<file path="src/tif_pkg.sv">
package tif_pkg;
    // channel count and widths
    localparam int NUM_CH = 5;
    localparam int ADDR_W = 28;
    localparam int DATA_W = 16;
    localparam int DIV_W = 10;
    // filter register offsets and reset value
    localparam logic [27:0] FILT01_ADDR = 28'hFFFFF54;
    localparam logic [27:0] FILT23_ADDR = 28'hFFFFF59;
    localparam logic [27:0] FILT4_ADDR = 28'hFFFFF69;
    localparam logic [7:0] FILT_RESET = 8'h00;
    // input route register offset and reset value
    localparam logic [27:0] ROUTE_ADDR = 28'hFFFFF4F;
    localparam logic [7:0] ROUTE_RESET = 8'h00;
    // input route field positions
    localparam int ROUTE_CH4_STAMP = 0;
    localparam int ROUTE_CH2_SERIAL = 1;
    localparam int ROUTE_CH3_SERIAL = 2;
    localparam int ROUTE_CH2_CHAIN = 3;
    localparam int ROUTE_CH2_LOC = 5;
    // per-channel register window: base + channel * stride + index
    localparam logic [27:0] CH_BASE = 28'hFFFFF80;
    localparam logic [27:0] CH_STRIDE = 28'h0000010;
    localparam logic [3:0] IDX_CTRL_A = 4'h0;
    localparam logic [3:0] IDX_CTRL_B = 4'h1;
    localparam logic [3:0] IDX_CMP0 = 4'h2;
    localparam logic [3:0] IDX_CMP1 = 4'h4;
    localparam logic [3:0] IDX_COUNT = 4'h6;
    localparam logic [3:0] IDX_STATUS = 4'h7;
    // control field positions
    localparam int CA_ENABLE = 7;
    localparam int CB_SYNC = 7;
    localparam int CB_SOFT_TRIG = 6;
    localparam int CB_EXT_EVENT = 5;
    localparam int NF_ENABLE = 3;
    localparam int ST_OVF = 0;
    localparam int ST_FILT_READY = 1;
    // filter settle count in sampling clocks
    localparam logic [1:0] FILT_SETTLE = 2'h3;
    // sample code meaning the low-speed oscillator
    localparam logic [3:0] EXP_LOW_OSC = 4'hF;
    // counter constants
    localparam logic [15:0] CNT_IDLE = 16'hFFFF;
    localparam logic [15:0] CNT_ZERO = 16'h0000;
    // operating modes
    typedef enum logic [2:0] {
        MODE_INTERVAL, MODE_EVENT, MODE_TRIG_PULSE, MODE_ONE_SHOT,
        MODE_PWM, MODE_FREE_RUN, MODE_PULSE_WIDTH, MODE_SPARE
    } tif_mode_e;
    // decoded channel control
    typedef struct packed {
        logic count_en;
        logic [2:0] count_clk_sel;
        logic sync_join;
        logic ext_event;
        tif_mode_e mode;
    } tif_ctrl_s;
endpackage : tif_pkg

</file>
<file path="src/tif_timer.sv">
// Notes on behaviour
// - route bit picks chain from channel 3
// - route bit feeds serial B into channel 3
// - route bit feeds serial A into channel 2
// - route bit feeds CAN stamp into channel 4
// - per-channel filter enable, nibbles paired per register, ch4 alone in the last
// - three-bit code selects filter sampling clock
// - filter needs three samples after clock change
// - channel 0 master, others join by bit
// - slave compare handover on write or match
// - synchronised PWM drives both slave outputs
// - mode decides triggers and compare write style
// - mode 000 interval timing with square wave
// - enable wraps FFFF to 0000, toggles, loads
// - compare-0 match clears, toggles, raises interrupt
// - period is compare-0 plus one counts
// - compare-1 still matches and interrupts
// - io and option settings ignored here
// - compare-0 zero keeps counter at zero
// - compare-0 FFFF wraps without overflow flag
//
// The address-and-strobe port was decided locally.
module tif_timer (
    input wire logic ref_clk_in,
    input wire logic reset_in,
    input wire logic clk_en_in,
    input wire logic [27:0] reg_addr_in,
    input wire logic [15:0] reg_wdata_in,
    input wire logic reg_wr_in,
    input wire logic reg_rd_in,
    output logic [15:0] reg_rdata_out,
    input wire logic [4:0] chan_pin_zero_in,
    input wire logic [4:0] chan_pin_one_in,
    input wire logic chan2_pin_zero_alt_in,
    input wire logic serial_a_receive_in,
    input wire logic serial_b_receive_in,
    input wire logic can_stamp_output_in,
    input wire logic low_osc_tick_in,
    output logic [4:0] chan_pin_zero_out,
    output logic [4:0] chan_pin_one_out,
    output logic [4:0] match_zero_irq_out,
    output logic [4:0] match_one_irq_out,
    output logic [4:0] overflow_irq_out
);
    localparam int N = tif_pkg::NUM_CH;

    // true when the low k bits of the free divider are all ones
    function automatic logic div_tick(input logic [9:0] div, input logic [3:0] k);
        logic [9:0] mask;
        mask = 10'(({10'h0, 1'b1} << k) - 1);
        div_tick = ((div & mask) == mask);
    endfunction : div_tick

    // sampling exponent per channel and code; ch2 and ch3 deviate
    function automatic logic [3:0] samp_exp(input int ch, input logic [2:0] code);
        samp_exp = {1'b0, code};
        if (ch == 2 && code == 3'h3) begin
            samp_exp = 4'h8;
        end else if (ch == 2 && code == 3'h4) begin
            samp_exp = 4'h9;
        end else if (ch == 3 && code == 3'h7) begin
            samp_exp = tif_pkg::EXP_LOW_OSC;
        end
    endfunction : samp_exp

    // register state
    logic [7:0] filt_q [3]; // filter control registers
    logic [7:0] route_q; // input route select
    logic [7:0] ctrl_a_q [N]; // enable and count clock
    logic [7:0] ctrl_b_q [N]; // sync, event clock, mode
    logic [15:0] cmp0_q [N]; // compare 0 as written
    logic [15:0] cmp1_q [N]; // compare 1 as written
    logic [9:0] div_q; // free prescaler
    logic [15:0] rdata_q; // read data register

    // channel state
    logic [15:0] cnt_q [N];
    logic [15:0] cnt_d [N];
    logic [15:0] buf0_q [N];
    logic [15:0] buf1_q [N];
    logic [N-1:0] started_q;
    logic [N-1:0] ovf_q;
    logic [N-1:0] out0_q;
    logic [N-1:0] out1_q;
    logic [N-1:0] irq0_q;
    logic [N-1:0] irq1_q;
    logic [N-1:0] irqov_q;

    // filter state, index ch*2 + input
    logic [1:0] hist_q [2*N];
    logic [2*N-1:0] fout_q;
    logic [1:0] settle_q [N];
    logic [3:0] exp_q [N];
    logic [N-1:0] nfen_q;
    logic [N-1:0] fpin0_q; // previous filtered first input

    // wires shared between channels
    tif_pkg::tif_ctrl_s ctrl [N];
    logic [3:0] nf_nib [N];
    logic [N-1:0] raw0;
    logic [N-1:0] raw1;
    logic [2*N-1:0] fin;
    logic [N-1:0] step;
    logic [N-1:0] own_step; // own strobe
    logic [N-1:0] first;
    logic [N-1:0] match0;
    logic [N-1:0] match1;
    logic [N-1:0] cmp0_wr;
    logic [N-1:0] cmp1_wr;
    logic [N-1:0] ctrlb_wr;
    logic [N-1:0] filt_ready;

    // filter nibbles: ch0 low / ch1 high, ch2 low / ch3 high, ch4 low
    assign nf_nib[0] = filt_q[0][3:0];
    assign nf_nib[1] = filt_q[0][7:4];
    assign nf_nib[2] = filt_q[1][3:0];
    assign nf_nib[3] = filt_q[1][7:4];
    assign nf_nib[4] = filt_q[2][3:0];

    // input routing for the channel inputs
    assign raw0[0] = chan_pin_zero_in[0];
    assign raw0[1] = chan_pin_zero_in[1];
    assign raw0[2] = route_q[tif_pkg::ROUTE_CH2_SERIAL] ? serial_a_receive_in
        : (route_q[tif_pkg::ROUTE_CH2_LOC] ? chan2_pin_zero_alt_in : chan_pin_zero_in[2]);
    assign raw0[3] = route_q[tif_pkg::ROUTE_CH3_SERIAL] ? serial_b_receive_in
        : chan_pin_zero_in[3];
    assign raw0[4] = route_q[tif_pkg::ROUTE_CH4_STAMP] ? can_stamp_output_in
        : chan_pin_zero_in[4];
    assign raw1[1:0] = chan_pin_one_in[1:0];
    assign raw1[2] = route_q[tif_pkg::ROUTE_CH2_CHAIN] ? out0_q[3]
        : chan_pin_one_in[2];
    assign raw1[4:3] = chan_pin_one_in[4:3];

    // bus decode and register writes
    always_ff @(posedge ref_clk_in) begin
        if (reset_in) begin
            filt_q <= '{default: tif_pkg::FILT_RESET};
            route_q <= tif_pkg::ROUTE_RESET;
            div_q <= '0;
        end else if (clk_en_in) begin
            div_q <= 10'(div_q + 10'h001);
            if (reg_wr_in && reg_addr_in == tif_pkg::FILT01_ADDR) begin
                filt_q[0] <= reg_wdata_in[7:0];
            end
            if (reg_wr_in && reg_addr_in == tif_pkg::FILT23_ADDR) begin
                filt_q[1] <= reg_wdata_in[7:0];
            end
            // upper nibble of the last filter register is reserved
            if (reg_wr_in && reg_addr_in == tif_pkg::FILT4_ADDR) begin
                filt_q[2] <= {4'h0, reg_wdata_in[3:0]};
            end
            if (reg_wr_in && reg_addr_in == tif_pkg::ROUTE_ADDR) begin
                route_q <= {reg_wdata_in[7:5], 1'b0, reg_wdata_in[3:0]};
            end
        end
    end

    // read mux, data stands one cycle after the strobe only
    logic [15:0] rd_mux;
    always_comb begin
        rd_mux = 16'h0000;
        if (reg_addr_in == tif_pkg::FILT01_ADDR) rd_mux = {8'h00, filt_q[0]};
        if (reg_addr_in == tif_pkg::FILT23_ADDR) rd_mux = {8'h00, filt_q[1]};
        if (reg_addr_in == tif_pkg::FILT4_ADDR) rd_mux = {8'h00, filt_q[2]};
        if (reg_addr_in == tif_pkg::ROUTE_ADDR) rd_mux = {8'h00, route_q};
        for (int c = 0; c < N; c++) begin
            logic [27:0] base;
            base = 28'(tif_pkg::CH_BASE + 28'(c) * tif_pkg::CH_STRIDE);
            if (reg_addr_in == 28'(base + 28'(tif_pkg::IDX_CTRL_A))) begin
                rd_mux = {8'h00, ctrl_a_q[c]};
            end
            // the trigger bit always reads as zero
            if (reg_addr_in == 28'(base + 28'(tif_pkg::IDX_CTRL_B))) begin
                rd_mux = {8'h00, ctrl_b_q[c] & 8'hBF};
            end
            if (reg_addr_in == 28'(base + 28'(tif_pkg::IDX_CMP0))) rd_mux = cmp0_q[c];
            if (reg_addr_in == 28'(base + 28'(tif_pkg::IDX_CMP1))) rd_mux = cmp1_q[c];
            // counter reads zero while counting is disabled
            if (reg_addr_in == 28'(base + 28'(tif_pkg::IDX_COUNT))) begin
                rd_mux = ctrl[c].count_en ? cnt_q[c] : tif_pkg::CNT_ZERO;
            end
            if (reg_addr_in == 28'(base + 28'(tif_pkg::IDX_STATUS))) begin
                rd_mux = {14'h0000, filt_ready[c], ovf_q[c]};
            end
        end
    end

    // registered read data
    always_ff @(posedge ref_clk_in) begin
        if (reset_in) begin
            rdata_q <= 16'h0000;
        end else if (clk_en_in) begin
            rdata_q <= reg_rd_in ? rd_mux : 16'h0000;
        end
    end

    assign reg_rdata_out = rdata_q;
    assign chan_pin_zero_out = out0_q;
    assign chan_pin_one_out = out1_q;
    assign match_zero_irq_out = irq0_q;
    assign match_one_irq_out = irq1_q;
    assign overflow_irq_out = irqov_q;

    // one instance of channel logic per timer
    for (genvar c = 0; c < N; c++) begin : g_ch
        localparam logic [27:0] BASE = 28'(tif_pkg::CH_BASE + 28'(c) * tif_pkg::CH_STRIDE);
        logic [3:0] exp_now; // requested sampling exponent
        logic samp_tick; // filter sampling strobe
        logic cnt_tick; // count clock strobe, prescaler or external edge
        logic ev_edge; // rising edge of filtered first input
        logic slave; // synchronised slave
        logic batch; // compare writes wait for period end
        logic trig; // restart request honoured in trigger modes
        logic soft_wr; // software trigger written
        logic pwm_sync; // synchronised PWM on a slave
        logic wrap; // period end for this channel
        logic ovf_ev; // natural FFFF to 0000 wrap

        // field decode of the control registers
        assign ctrl[c].count_en = ctrl_a_q[c][tif_pkg::CA_ENABLE];
        assign ctrl[c].count_clk_sel = ctrl_a_q[c][2:0];
        assign ctrl[c].sync_join = (c != 0) && ctrl_b_q[c][tif_pkg::CB_SYNC];
        assign ctrl[c].ext_event = ctrl_b_q[c][tif_pkg::CB_EXT_EVENT];
        assign ctrl[c].mode = tif_pkg::tif_mode_e'(ctrl_b_q[c][2:0]);
        assign cmp0_wr[c] = reg_wr_in && reg_addr_in == 28'(BASE + 28'(tif_pkg::IDX_CMP0));
        assign cmp1_wr[c] = reg_wr_in && reg_addr_in == 28'(BASE + 28'(tif_pkg::IDX_CMP1));
        assign ctrlb_wr[c] = reg_wr_in && reg_addr_in == 28'(BASE + 28'(tif_pkg::IDX_CTRL_B));

        // sampling clock per code, low-speed oscillator where mapped
        assign exp_now = samp_exp(c, nf_nib[c][2:0]);
        assign samp_tick = (exp_now == tif_pkg::EXP_LOW_OSC) ? low_osc_tick_in
            : div_tick(div_q, exp_now);
        assign filt_ready[c] = (settle_q[c] == tif_pkg::FILT_SETTLE);

        // bypass when disabled, else the filtered level
        assign fin[2*c] = nfen_q[c] ? fout_q[2*c] : raw0[c];
        assign fin[2*c+1] = nfen_q[c] ? fout_q[2*c+1] : raw1[c];

        // count strobe: prescaler or filtered external edge
        assign ev_edge = fin[2*c] && !fpin0_q[c];
        assign cnt_tick = ctrl[c].ext_event ? ev_edge : div_tick(div_q, {1'b0, ctrl[c].count_clk_sel});

        // slave follows master timing when joined and master enabled
        assign slave = ctrl[c].sync_join && ctrl[0].count_en;
        assign own_step[c] = ctrl[c].count_en && cnt_tick;
        assign step[c] = slave ? own_step[0] : own_step[c];
        assign first[c] = step[c] && !started_q[c];
        assign match0[c] = step[c] && started_q[c] && (cnt_q[c] == buf0_q[c]);
        assign match1[c] = step[c] && started_q[c] && (cnt_q[c] == buf1_q[c]);
        assign wrap = slave ? (first[0] || match0[0]) : (first[c] || match0[c]);
        assign ovf_ev = step[c] && started_q[c] && !slave && !match0[c]
            && (cnt_q[c] == tif_pkg::CNT_IDLE);

        // triggers only in trigger pulse and one-shot modes
        assign soft_wr = ctrlb_wr[c] && reg_wdata_in[tif_pkg::CB_SOFT_TRIG];
        assign trig = (ctrl[c].mode == tif_pkg::MODE_TRIG_PULSE
            || ctrl[c].mode == tif_pkg::MODE_ONE_SHOT) && started_q[c] && (soft_wr || ev_edge);
        // batch loading in trigger pulse and PWM modes
        assign batch = (ctrl[c].mode == tif_pkg::MODE_TRIG_PULSE
            || ctrl[c].mode == tif_pkg::MODE_PWM);
        assign pwm_sync = slave && ctrl[0].mode == tif_pkg::MODE_PWM;

        // next count: slave copies master, compare 0 clears, else up
        always_comb begin
            cnt_d[c] = cnt_q[c];
            if (!ctrl[c].count_en) begin
                cnt_d[c] = tif_pkg::CNT_IDLE;
            end else if (slave) begin
                cnt_d[c] = cnt_d[0];
            end else if (first[c] || match0[c] || trig) begin
                cnt_d[c] = tif_pkg::CNT_ZERO;
            end else if (step[c]) begin
                cnt_d[c] = 16'(cnt_q[c] + 16'h0001);
            end
        end

        // control and compare registers of this channel
        always_ff @(posedge ref_clk_in) begin
            if (reset_in) begin
                ctrl_a_q[c] <= 8'h00;
                ctrl_b_q[c] <= 8'h00;
                cmp0_q[c] <= 16'h0000;
                cmp1_q[c] <= 16'h0000;
            end else if (clk_en_in) begin
                if (reg_wr_in && reg_addr_in == 28'(BASE + 28'(tif_pkg::IDX_CTRL_A))) begin
                    ctrl_a_q[c] <= reg_wdata_in[7:0];
                end
                if (ctrlb_wr[c]) begin
                    ctrl_b_q[c] <= reg_wdata_in[7:0];
                end
                if (cmp0_wr[c]) begin
                    cmp0_q[c] <= reg_wdata_in;
                end
                if (cmp1_wr[c]) begin
                    cmp1_q[c] <= reg_wdata_in;
                end
            end
        end

        // noise filter: three equal samples move the output
        always_ff @(posedge ref_clk_in) begin
            if (reset_in) begin
                hist_q[2*c] <= 2'h0;
                hist_q[2*c+1] <= 2'h0;
                fout_q[2*c+1:2*c] <= 2'h0;
                settle_q[c] <= 2'h0;
                exp_q[c] <= 4'h0;
                nfen_q[c] <= 1'b0;
                fpin0_q[c] <= 1'b0;
            end else if (clk_en_in) begin
                exp_q[c] <= exp_now;
                nfen_q[c] <= nf_nib[c][tif_pkg::NF_ENABLE];
                fpin0_q[c] <= fin[2*c];
                if (exp_now != exp_q[c] || !nf_nib[c][tif_pkg::NF_ENABLE]) begin
                    // clock change or disable restarts settling
                    settle_q[c] <= 2'h0;
                end else if (samp_tick) begin
                    hist_q[2*c] <= {hist_q[2*c][0], raw0[c]};
                    hist_q[2*c+1] <= {hist_q[2*c+1][0], raw1[c]};
                    if (!filt_ready[c]) begin
                        settle_q[c] <= 2'(settle_q[c] + 2'h1);
                    end
                    // output only follows once settled
                    if (filt_ready[c] && hist_q[2*c] == {2{raw0[c]}}) begin
                        fout_q[2*c] <= raw0[c];
                    end
                    if (filt_ready[c] && hist_q[2*c+1] == {2{raw1[c]}}) begin
                        fout_q[2*c+1] <= raw1[c];
                    end
                end
            end
        end

        // counter, buffers, outputs and event pulses
        always_ff @(posedge ref_clk_in) begin
            if (reset_in) begin
                cnt_q[c] <= tif_pkg::CNT_IDLE;
                buf0_q[c] <= 16'h0000;
                buf1_q[c] <= 16'h0000;
                started_q[c] <= 1'b0;
                ovf_q[c] <= 1'b0;
                out0_q[c] <= 1'b0;
                out1_q[c] <= 1'b0;
                irq0_q[c] <= 1'b0;
                irq1_q[c] <= 1'b0;
                irqov_q[c] <= 1'b0;
            end else if (clk_en_in) begin
                cnt_q[c] <= cnt_d[c];
                irq0_q[c] <= match0[c];
                irq1_q[c] <= match1[c];
                irqov_q[c] <= ovf_ev;
                // overflow flag: a wrap in the clearing cycle wins
                if (ovf_ev) begin
                    ovf_q[c] <= 1'b1;
                end else if (reg_wr_in && reg_addr_in == 28'(BASE + 28'(tif_pkg::IDX_STATUS))
                    && !reg_wdata_in[tif_pkg::ST_OVF]) begin
                    ovf_q[c] <= 1'b0;
                end
                // started tracks the first count after enable
                if (!ctrl[c].count_en) begin
                    started_q[c] <= 1'b0;
                end else if (first[c]) begin
                    started_q[c] <= 1'b1;
                end
                // buffer load at start; per mode on write or at period end
                if (first[c]) begin
                    buf0_q[c] <= cmp0_q[c];
                    buf1_q[c] <= cmp1_q[c];
                end else if (slave && ctrl[0].mode != tif_pkg::MODE_FREE_RUN) begin
                    if (wrap) begin
                        buf0_q[c] <= cmp0_q[c];
                        buf1_q[c] <= cmp1_q[c];
                    end
                end else if (batch && !slave) begin
                    if (match0[c]) begin
                        buf0_q[c] <= cmp0_q[c];
                        buf1_q[c] <= cmp1_q[c];
                    end
                end else if (started_q[c]) begin
                    // anytime write, also slaves of a free-running master
                    if (cmp0_wr[c]) buf0_q[c] <= reg_wdata_in;
                    if (cmp1_wr[c]) buf1_q[c] <= reg_wdata_in;
                end
                // outputs: io settings have no say in this core
                if (pwm_sync) begin
                    // both slave pins high from period start to own match
                    if (match0[c]) begin
                        out0_q[c] <= 1'b0;
                    end else if (wrap) begin
                        out0_q[c] <= 1'b1;
                    end
                    if (match1[c]) begin
                        out1_q[c] <= 1'b0;
                    end else if (wrap) begin
                        out1_q[c] <= 1'b1;
                    end
                end else begin
                    // square wave, half period equals the interval
                    if (first[c] || match0[c]) begin
                        out0_q[c] <= !out0_q[c];
                    end
                    if (match1[c]) begin
                        out1_q[c] <= !out1_q[c];
                    end
                end
            end
        end
    end : g_ch
endmodule : tif_timer

</file>
<file path="config.mk">
export PLATFORM = sky130hd
export DESIGN_NAME = tif_timer
export DESIGN_NICKNAME = d
export VERILOG_FILES = /design/src/tif_pkg.sv /design/src/tif_timer.sv
export SDC_FILE = /design/constraint.sdc
export NUM_CORES = 2
export LEC_CHECK = 0
export BUFFER_PORTS_ARGS = -buffer_cell sky130_fd_sc_hd__buf_2
export CAP_MARGIN = 20
export CORE_AREA = 2 2 246 248
export DETAILED_ROUTE_END_ITERATION = 10
export DIE_AREA = 0 0 248 250
export GPL_TIMING_DRIVEN = 1
export PLACE_DENSITY = 0.77
export SLEW_MARGIN = 40
export SYNTH_ARGS = -nofsm -noshare
export SYNTH_HDL_FRONTEND = slang
export SYNTH_SLANG_ARGS = --single-unit
</file>
<file path="constraint.sdc">
create_clock -name ref_clk_in -period 3.8 [get_ports ref_clk_in]
set_input_delay 0.57 -clock ref_clk_in [delete_from_list [all_inputs] [get_ports ref_clk_in]]
set_output_delay 0.57 -clock ref_clk_in [all_outputs]
set_load 0.005 [all_outputs]
</file>
# Word-level counts from Yosys, hierarchy flattened
# Memory sizes are Yosys's and may differ from the RTL's.
# Index checks and enable logic that the tools add are counted.
[totals]
memories = 10
word_cells = 1058
register_bits = 103
mem_bits_rw = 530
out_inout_bits = 41
in_bits = 64
[op_classes]
n_mux = 529
bitwise = 103
add_sub_neg = 21
shift = 10
n_eq_ne = 104
n_reduce_logical = 225
[mem_list]
columns = ["name", "words", "width", "read_ports", "rd_clocked_by_memory_dff", "wr", "line_no", "text"]
rows = [
  ["buf0_q", 5, 16, 5, 0, 5, "tif_timer.sv:79", "logic [15:0] buf0_q [N];"],
  ["buf1_q", 5, 16, 5, 0, 5, "tif_timer.sv:80", "logic [15:0] buf1_q [N];"],
  ["cmp0_q", 5, 16, 5, 0, 5, "tif_timer.sv:71", "logic [15:0] cmp0_q [N];"],
  ["cmp1_q", 5, 16, 5, 0, 5, "tif_timer.sv:72", "logic [15:0] cmp1_q [N];"],
  ["cnt_q", 5, 16, 5, 0, 5, "tif_timer.sv:77", "logic [15:0] cnt_q [N];"],
  ["ctrl_a_q", 5, 8, 5, 0, 5, "tif_timer.sv:69", "logic [7:0] ctrl_a_q [N];"],
  ["+4 memories", "--", "--", "--", "--", "--", "--", ""],
]
[ops]
columns = ["op", "count"]
rows = [
  ["16-bit two-way mux", 108],
  ["28-bit == test (second input constant)", 34],
  ["1-bit two-way mux", 379],
  ["16-bit == test", 10],
  ["1-bit logical AND", 114],
  ["8-bit two-way mux", 14],
  ["10-bit AND", 10],
  ["10-bit == test", 10],
  ["10-bit by 1-bit subtractor with 10-bit output (second input constant)", 10],
  ["1-bit bitwise OR", 88],
  ["16-bit by 1-bit adder with 16-bit output (second input constant)", 5],
  ["16-bit == test (second input constant)", 5],
  ["1-bit by 3-bit << shifter with 10-bit output (first input constant)", 8],
  ["2-bit two-way mux", 20],
  ["1-bit logical NOT", 35],
  ["2-bit nonzero test", 17],
  ["3-bit by 2-bit == test with 1-bit output (second input constant)", 11],
  ["4-bit two-way mux", 8],
  ["2-bit AND reduction", 16],
  ["1-bit logical OR", 30],
  ["3-bit AND reduction", 8],
  ["3-bit == test (second input constant)", 7],
  ["4-bit AND reduction", 5],
  ["1-bit by 4-bit << shifter with 10-bit output (first input constant)", 2],
  ["11 further kinds", 38],
]

# Depth between registers and ports, before layout
[logic_depth]
ltp_word = 36
ltp_mapped = 15
depth_no_buf = 12

# Worst setup path after synthesis
# Ideal clock, no wire load.
[synth_timing]
path_type = "register to register"
startpoint = "memory ctrl_a_q[2][0]"
endpoint = "memory cnt_q[2][0] (enable)"
period_less_slack_ns = 4.110
setup_ns = 0.388
path_buffers = 3
slack_ns = -0.310
stages_incl_launch_ff = 15
arrival_ns = 3.721
t_required_ns = 3.412
cell_sequence = "edfxtp_1 buf_6 or3_4 ha_1 nor2_1 a311oi_1 o211ai_1 o32a_1 o22a_2 or3b_4 or3b_1 buf_2 buf_2 nor2_1 nor2_1"
[synth_rtl]
columns = ["item", "line_no"]
rows = [
  ["start: declaration", "tif_timer.sv:69"],
  ["end: declaration", "tif_timer.sv:77"],
]

==> summary.txt <==
Setup path
  – Worst Setup Start Kind: flip-flop
  – Critical Path Fanout Max: 13
  – Crit Reg-Reg Startpoint: div_q[4]
  – Required @ worst endpoint: approximately 4200 ps
  – Critical Path End Type: flip-flop
  – Crit path DAT: 4190 ps
  – CP startpoint: div_q[4]
  – Worst-case reg-to-reg path depth: 10
  – Critical path class: flip-flop to flip-flop
  – Worst reg2reg endpoint: cnt_q[1][10]
  – Reg-to-reg slack, setup: ~39 ps

Power
  – Pwr per Cell Area: roughly 420 nW/um2
  – Max VDD drop: 382 uV
  – Final total power: ~16000 uW
  – Leak: around 0.014 uW

Global route
  – GR Util All Layers: 0.447
  – Remaining Overflow, GRT: 0
  – Largest net degree at the start of global routing: between 70 and 80
  – Initial antenna violation count: 3
  – Vias in the first global route: about 28000
  – Global-route wire length before repair: a little under 200 mm

Timing
  – Max-slew violation count: 0
  – Relative slew slack: 0.369
  – Final setup fails: 0
  – Period minus WS final: roughly 3800 ps
  – Slew @ Worst Pin: 940 ps
  – RSZ-0062 raised after global routing: no
  – Worst path setup slack after routing: 38.8 ps
  – Final hold violations: 0
  – Skew final: between 20 and 25 ps
  – Fin crit share: 0.990
  – Maximum clock frequency: 266 MHz

Logic synthesis
  – Post-synthesis cell area: between 30000 and 40000 um2
  – Cells after Synth: ~3300
  – Synth Net Count: around 3300
  – Synth area leaders: edfxtp_1 46%, dfxtp_1 6.1%, xor2_1 3.6%, a22o_1 3.5%, nand2_1 3.5%
  – Ys async rst share: 0
  – Share of the yosys chip area belonging to registers: 0.521
  – Cell variety after synth: 95
  – Number of enable flip-flop cells after synthesis: 512
  – Ys flop type: edfxtp_1
  – Syn Area/Cell: around 10 um2
  – Ys Warns: 0
  – Synth Register Bits: 614
  – Share of the synthesized area in the top cell type: 0.460
  – Top cell type by total area after synthesis: edfxtp_1

Clocking
  – CTS Sinks: 614
  – Clock transition at path regs: approximately 60 ps
  – Clock buffer depth: 3
  – Root Buffer: clkbuf_16
  – Total CTS buffers: slightly below 70
  – Htree depth: 3
  – CTS tree: done
  – Post-CTS Hold Buffers: 0
  – Clock Latency Late Sink: 620 ps

Route
  – Post-route ant nets: 0
  – Initial DRC count: 4937
  – DRC viols: 0
  – Post-DR wirelength/cell: ~33 um
  – 1st-pass router iterations: 9
  – DR vias: ~30000
  – Vias per cell: 7.04
  – Final WL: approximately 140 mm

Worst hold path
  – WHS Endpoint: fout_q[0]
  – Hold crit path type: input port to flip-flop
  – HP Start: chan_pin_zero_in[0]
  – Hold path depth: 3

Placed design
  – DP HPWL: 100 mm
  – Gpl congestion: about 1.0
  – PortBufs: approximately 100
  – Placed inst area: between 30000 and 40000 um2
  – Post-Place Worst Slack: around 36 ps
  – Placed cells: around 4100

Cells and area
  – Layout cell share with drive strength beyond 1: 0.157
  – P&R area growth vs syn: 14.9%
  – Util after Layout: 0.645
  – Nets: about 3500
  – Design area: just under 40000 um2
  – Fin cells: 4251
  – Fill count: about 4700

Floorplan
  – Row cnt: 90
  – Starting density of the core: 0.561
  – Die Ht: between 200 and 300 um
  – Ports: around 110
  – Core ar.: roughly 60000 um2
  – Die X: 248 um
  – Area of the die: between 60000 and 70000 um2

Outcome
  – Outcome: finished, final reports clean

Run
  – Max-cap viol count: 0
## area by class of cell
cell class	count	area, um2	area share
inverter	73	274	0.00713
clock inverter	32	288	0.00749
sequential	614	17400	0.453
timing repair buffer	386	2810	0.0730
antenna	2	5.00	0.000130
multi-input combinational	2271	14700	0.384
clock buffer	91	1900	0.0495
tap	782	978	0.0255
## per-stage QoR
| stage | setup TNS [ps] | hold slack, ps |
|---|---|---|
| 2_1_floorplan | -3050 | 439 |
| 3_3_place_gp | -626 | 429 |
| 3_5_place_dp | 0 | 438 |
| 4_1_cts | 0 | 252 |
| 5_1_grt | 0 | 281 |
| 6_report | 0 | 271 |
## layer usage
layer	global-route usage	wire length, um	vias up
met5	0	0	-
met4	0.283	10600	0
met3	0.127	19800	515
met2	0.639	58400	2475
met1	0.595	50300	14431
li1	-	-	12526
## worst max-delay path, stage by stage (launching register included)
cell and delay [ps]:
dfxtp_1 320, buf_4 200, nand2_1 230, o21ai_0 130, a21boi_0 200, o31a_1 480, o22a_1 300, a21oi_1 130
nor3_1 810, inv_1 470, o221ai_1 310
## synth_stat cells (44+ instances only)
| library cell | instances |
|---|---|
| nand4_1 | 65 |
| and3_1 | 174 |
| and2_1 | 143 |
| nand2_1 | 312 |
| inv_1 | 71 |
| dfxtp_1 | 102 |
| nor4_1 | 44 |
| clkbuf_1 | 257 |
| xnor2_1 | 119 |
| nand3_1 | 78 |
| nor2_1 | 202 |
| a21oi_1 | 143 |
| o221ai_1 | 69 |
| edfxtp_1 | 512 |
| o21ai_0 | 152 |
| a22o_1 | 134 |
| xor2_1 | 139 |
## flip-flops by register name, indices dropped and copies added (netlist names), 7 cells and up
register / cells
div_q: 9
route_q: 7
buf0_q: 80
filt_q: 20
ctrl_a_q: 40
hist_q: 10
cmp1_q: 80
cmp0_q: 80
ctrl_b_q: 35
buf1_q: 80
cnt_q: 80
exp_q: 17
settle_q: 10
reg_rdata_out: 16
## worst max path at each step
stage	end	slack [ps]	depth (start not counted)
finish	cnt_q[1][10]	40	10
CTS	buf1_q[2][13]	120	12
global placement	buf1_q[1][3]	-40	12
detailed placement	reg_rdata_out[5]	40	13
floorplan	buf0_q[2][0]	-100	12
global route	buf0_q[2][1]	30	14
## power by group
part           switching [uW]  internal [uW]
sequential                279           7570
clock                    2790           3860
combinational            1040            461
total                    4110          11900
## kinds of logic (layout without fill, tap and decap cells)
logic type,count (synthesis),count (layout),synth area share
AOI/OAI and AO/OA,814,814,0.173
and+or+nand+nor,1146,1146,0.177
muxes,38,38,0.0115
other,0,2,0
adders and majority gates,15,15,0.00561
buffers and inverters,371,582,0.0436
DFF,614,614,0.521
xor gates and xnor gates,258,258,0.0676
## layout by cell type (no fill, tap or decap), drive strengths merged, types with 22 or more instances in the layout
cell type	instances
buf	386
dfxtp	102
a221oi	34
nor3	38
and2	144
o21ai	176
xnor2	119
and3	174
a21oi	143
nor4	48
mux2i	34
edfxtp	512
xor2	139
clkinv	22
nand2	313
o221ai	69
nand3	78
inv	75
a22o	134
nand4	65
nor2	204
clkbuf	91
a31oi	23
## repair_timing
action / CTS / global route
setup buffers: 0 / 0
resized for setup: 0 / 1
endpoints found under the setup margin: 0 / 40
(Power assumes the default switching activity.)
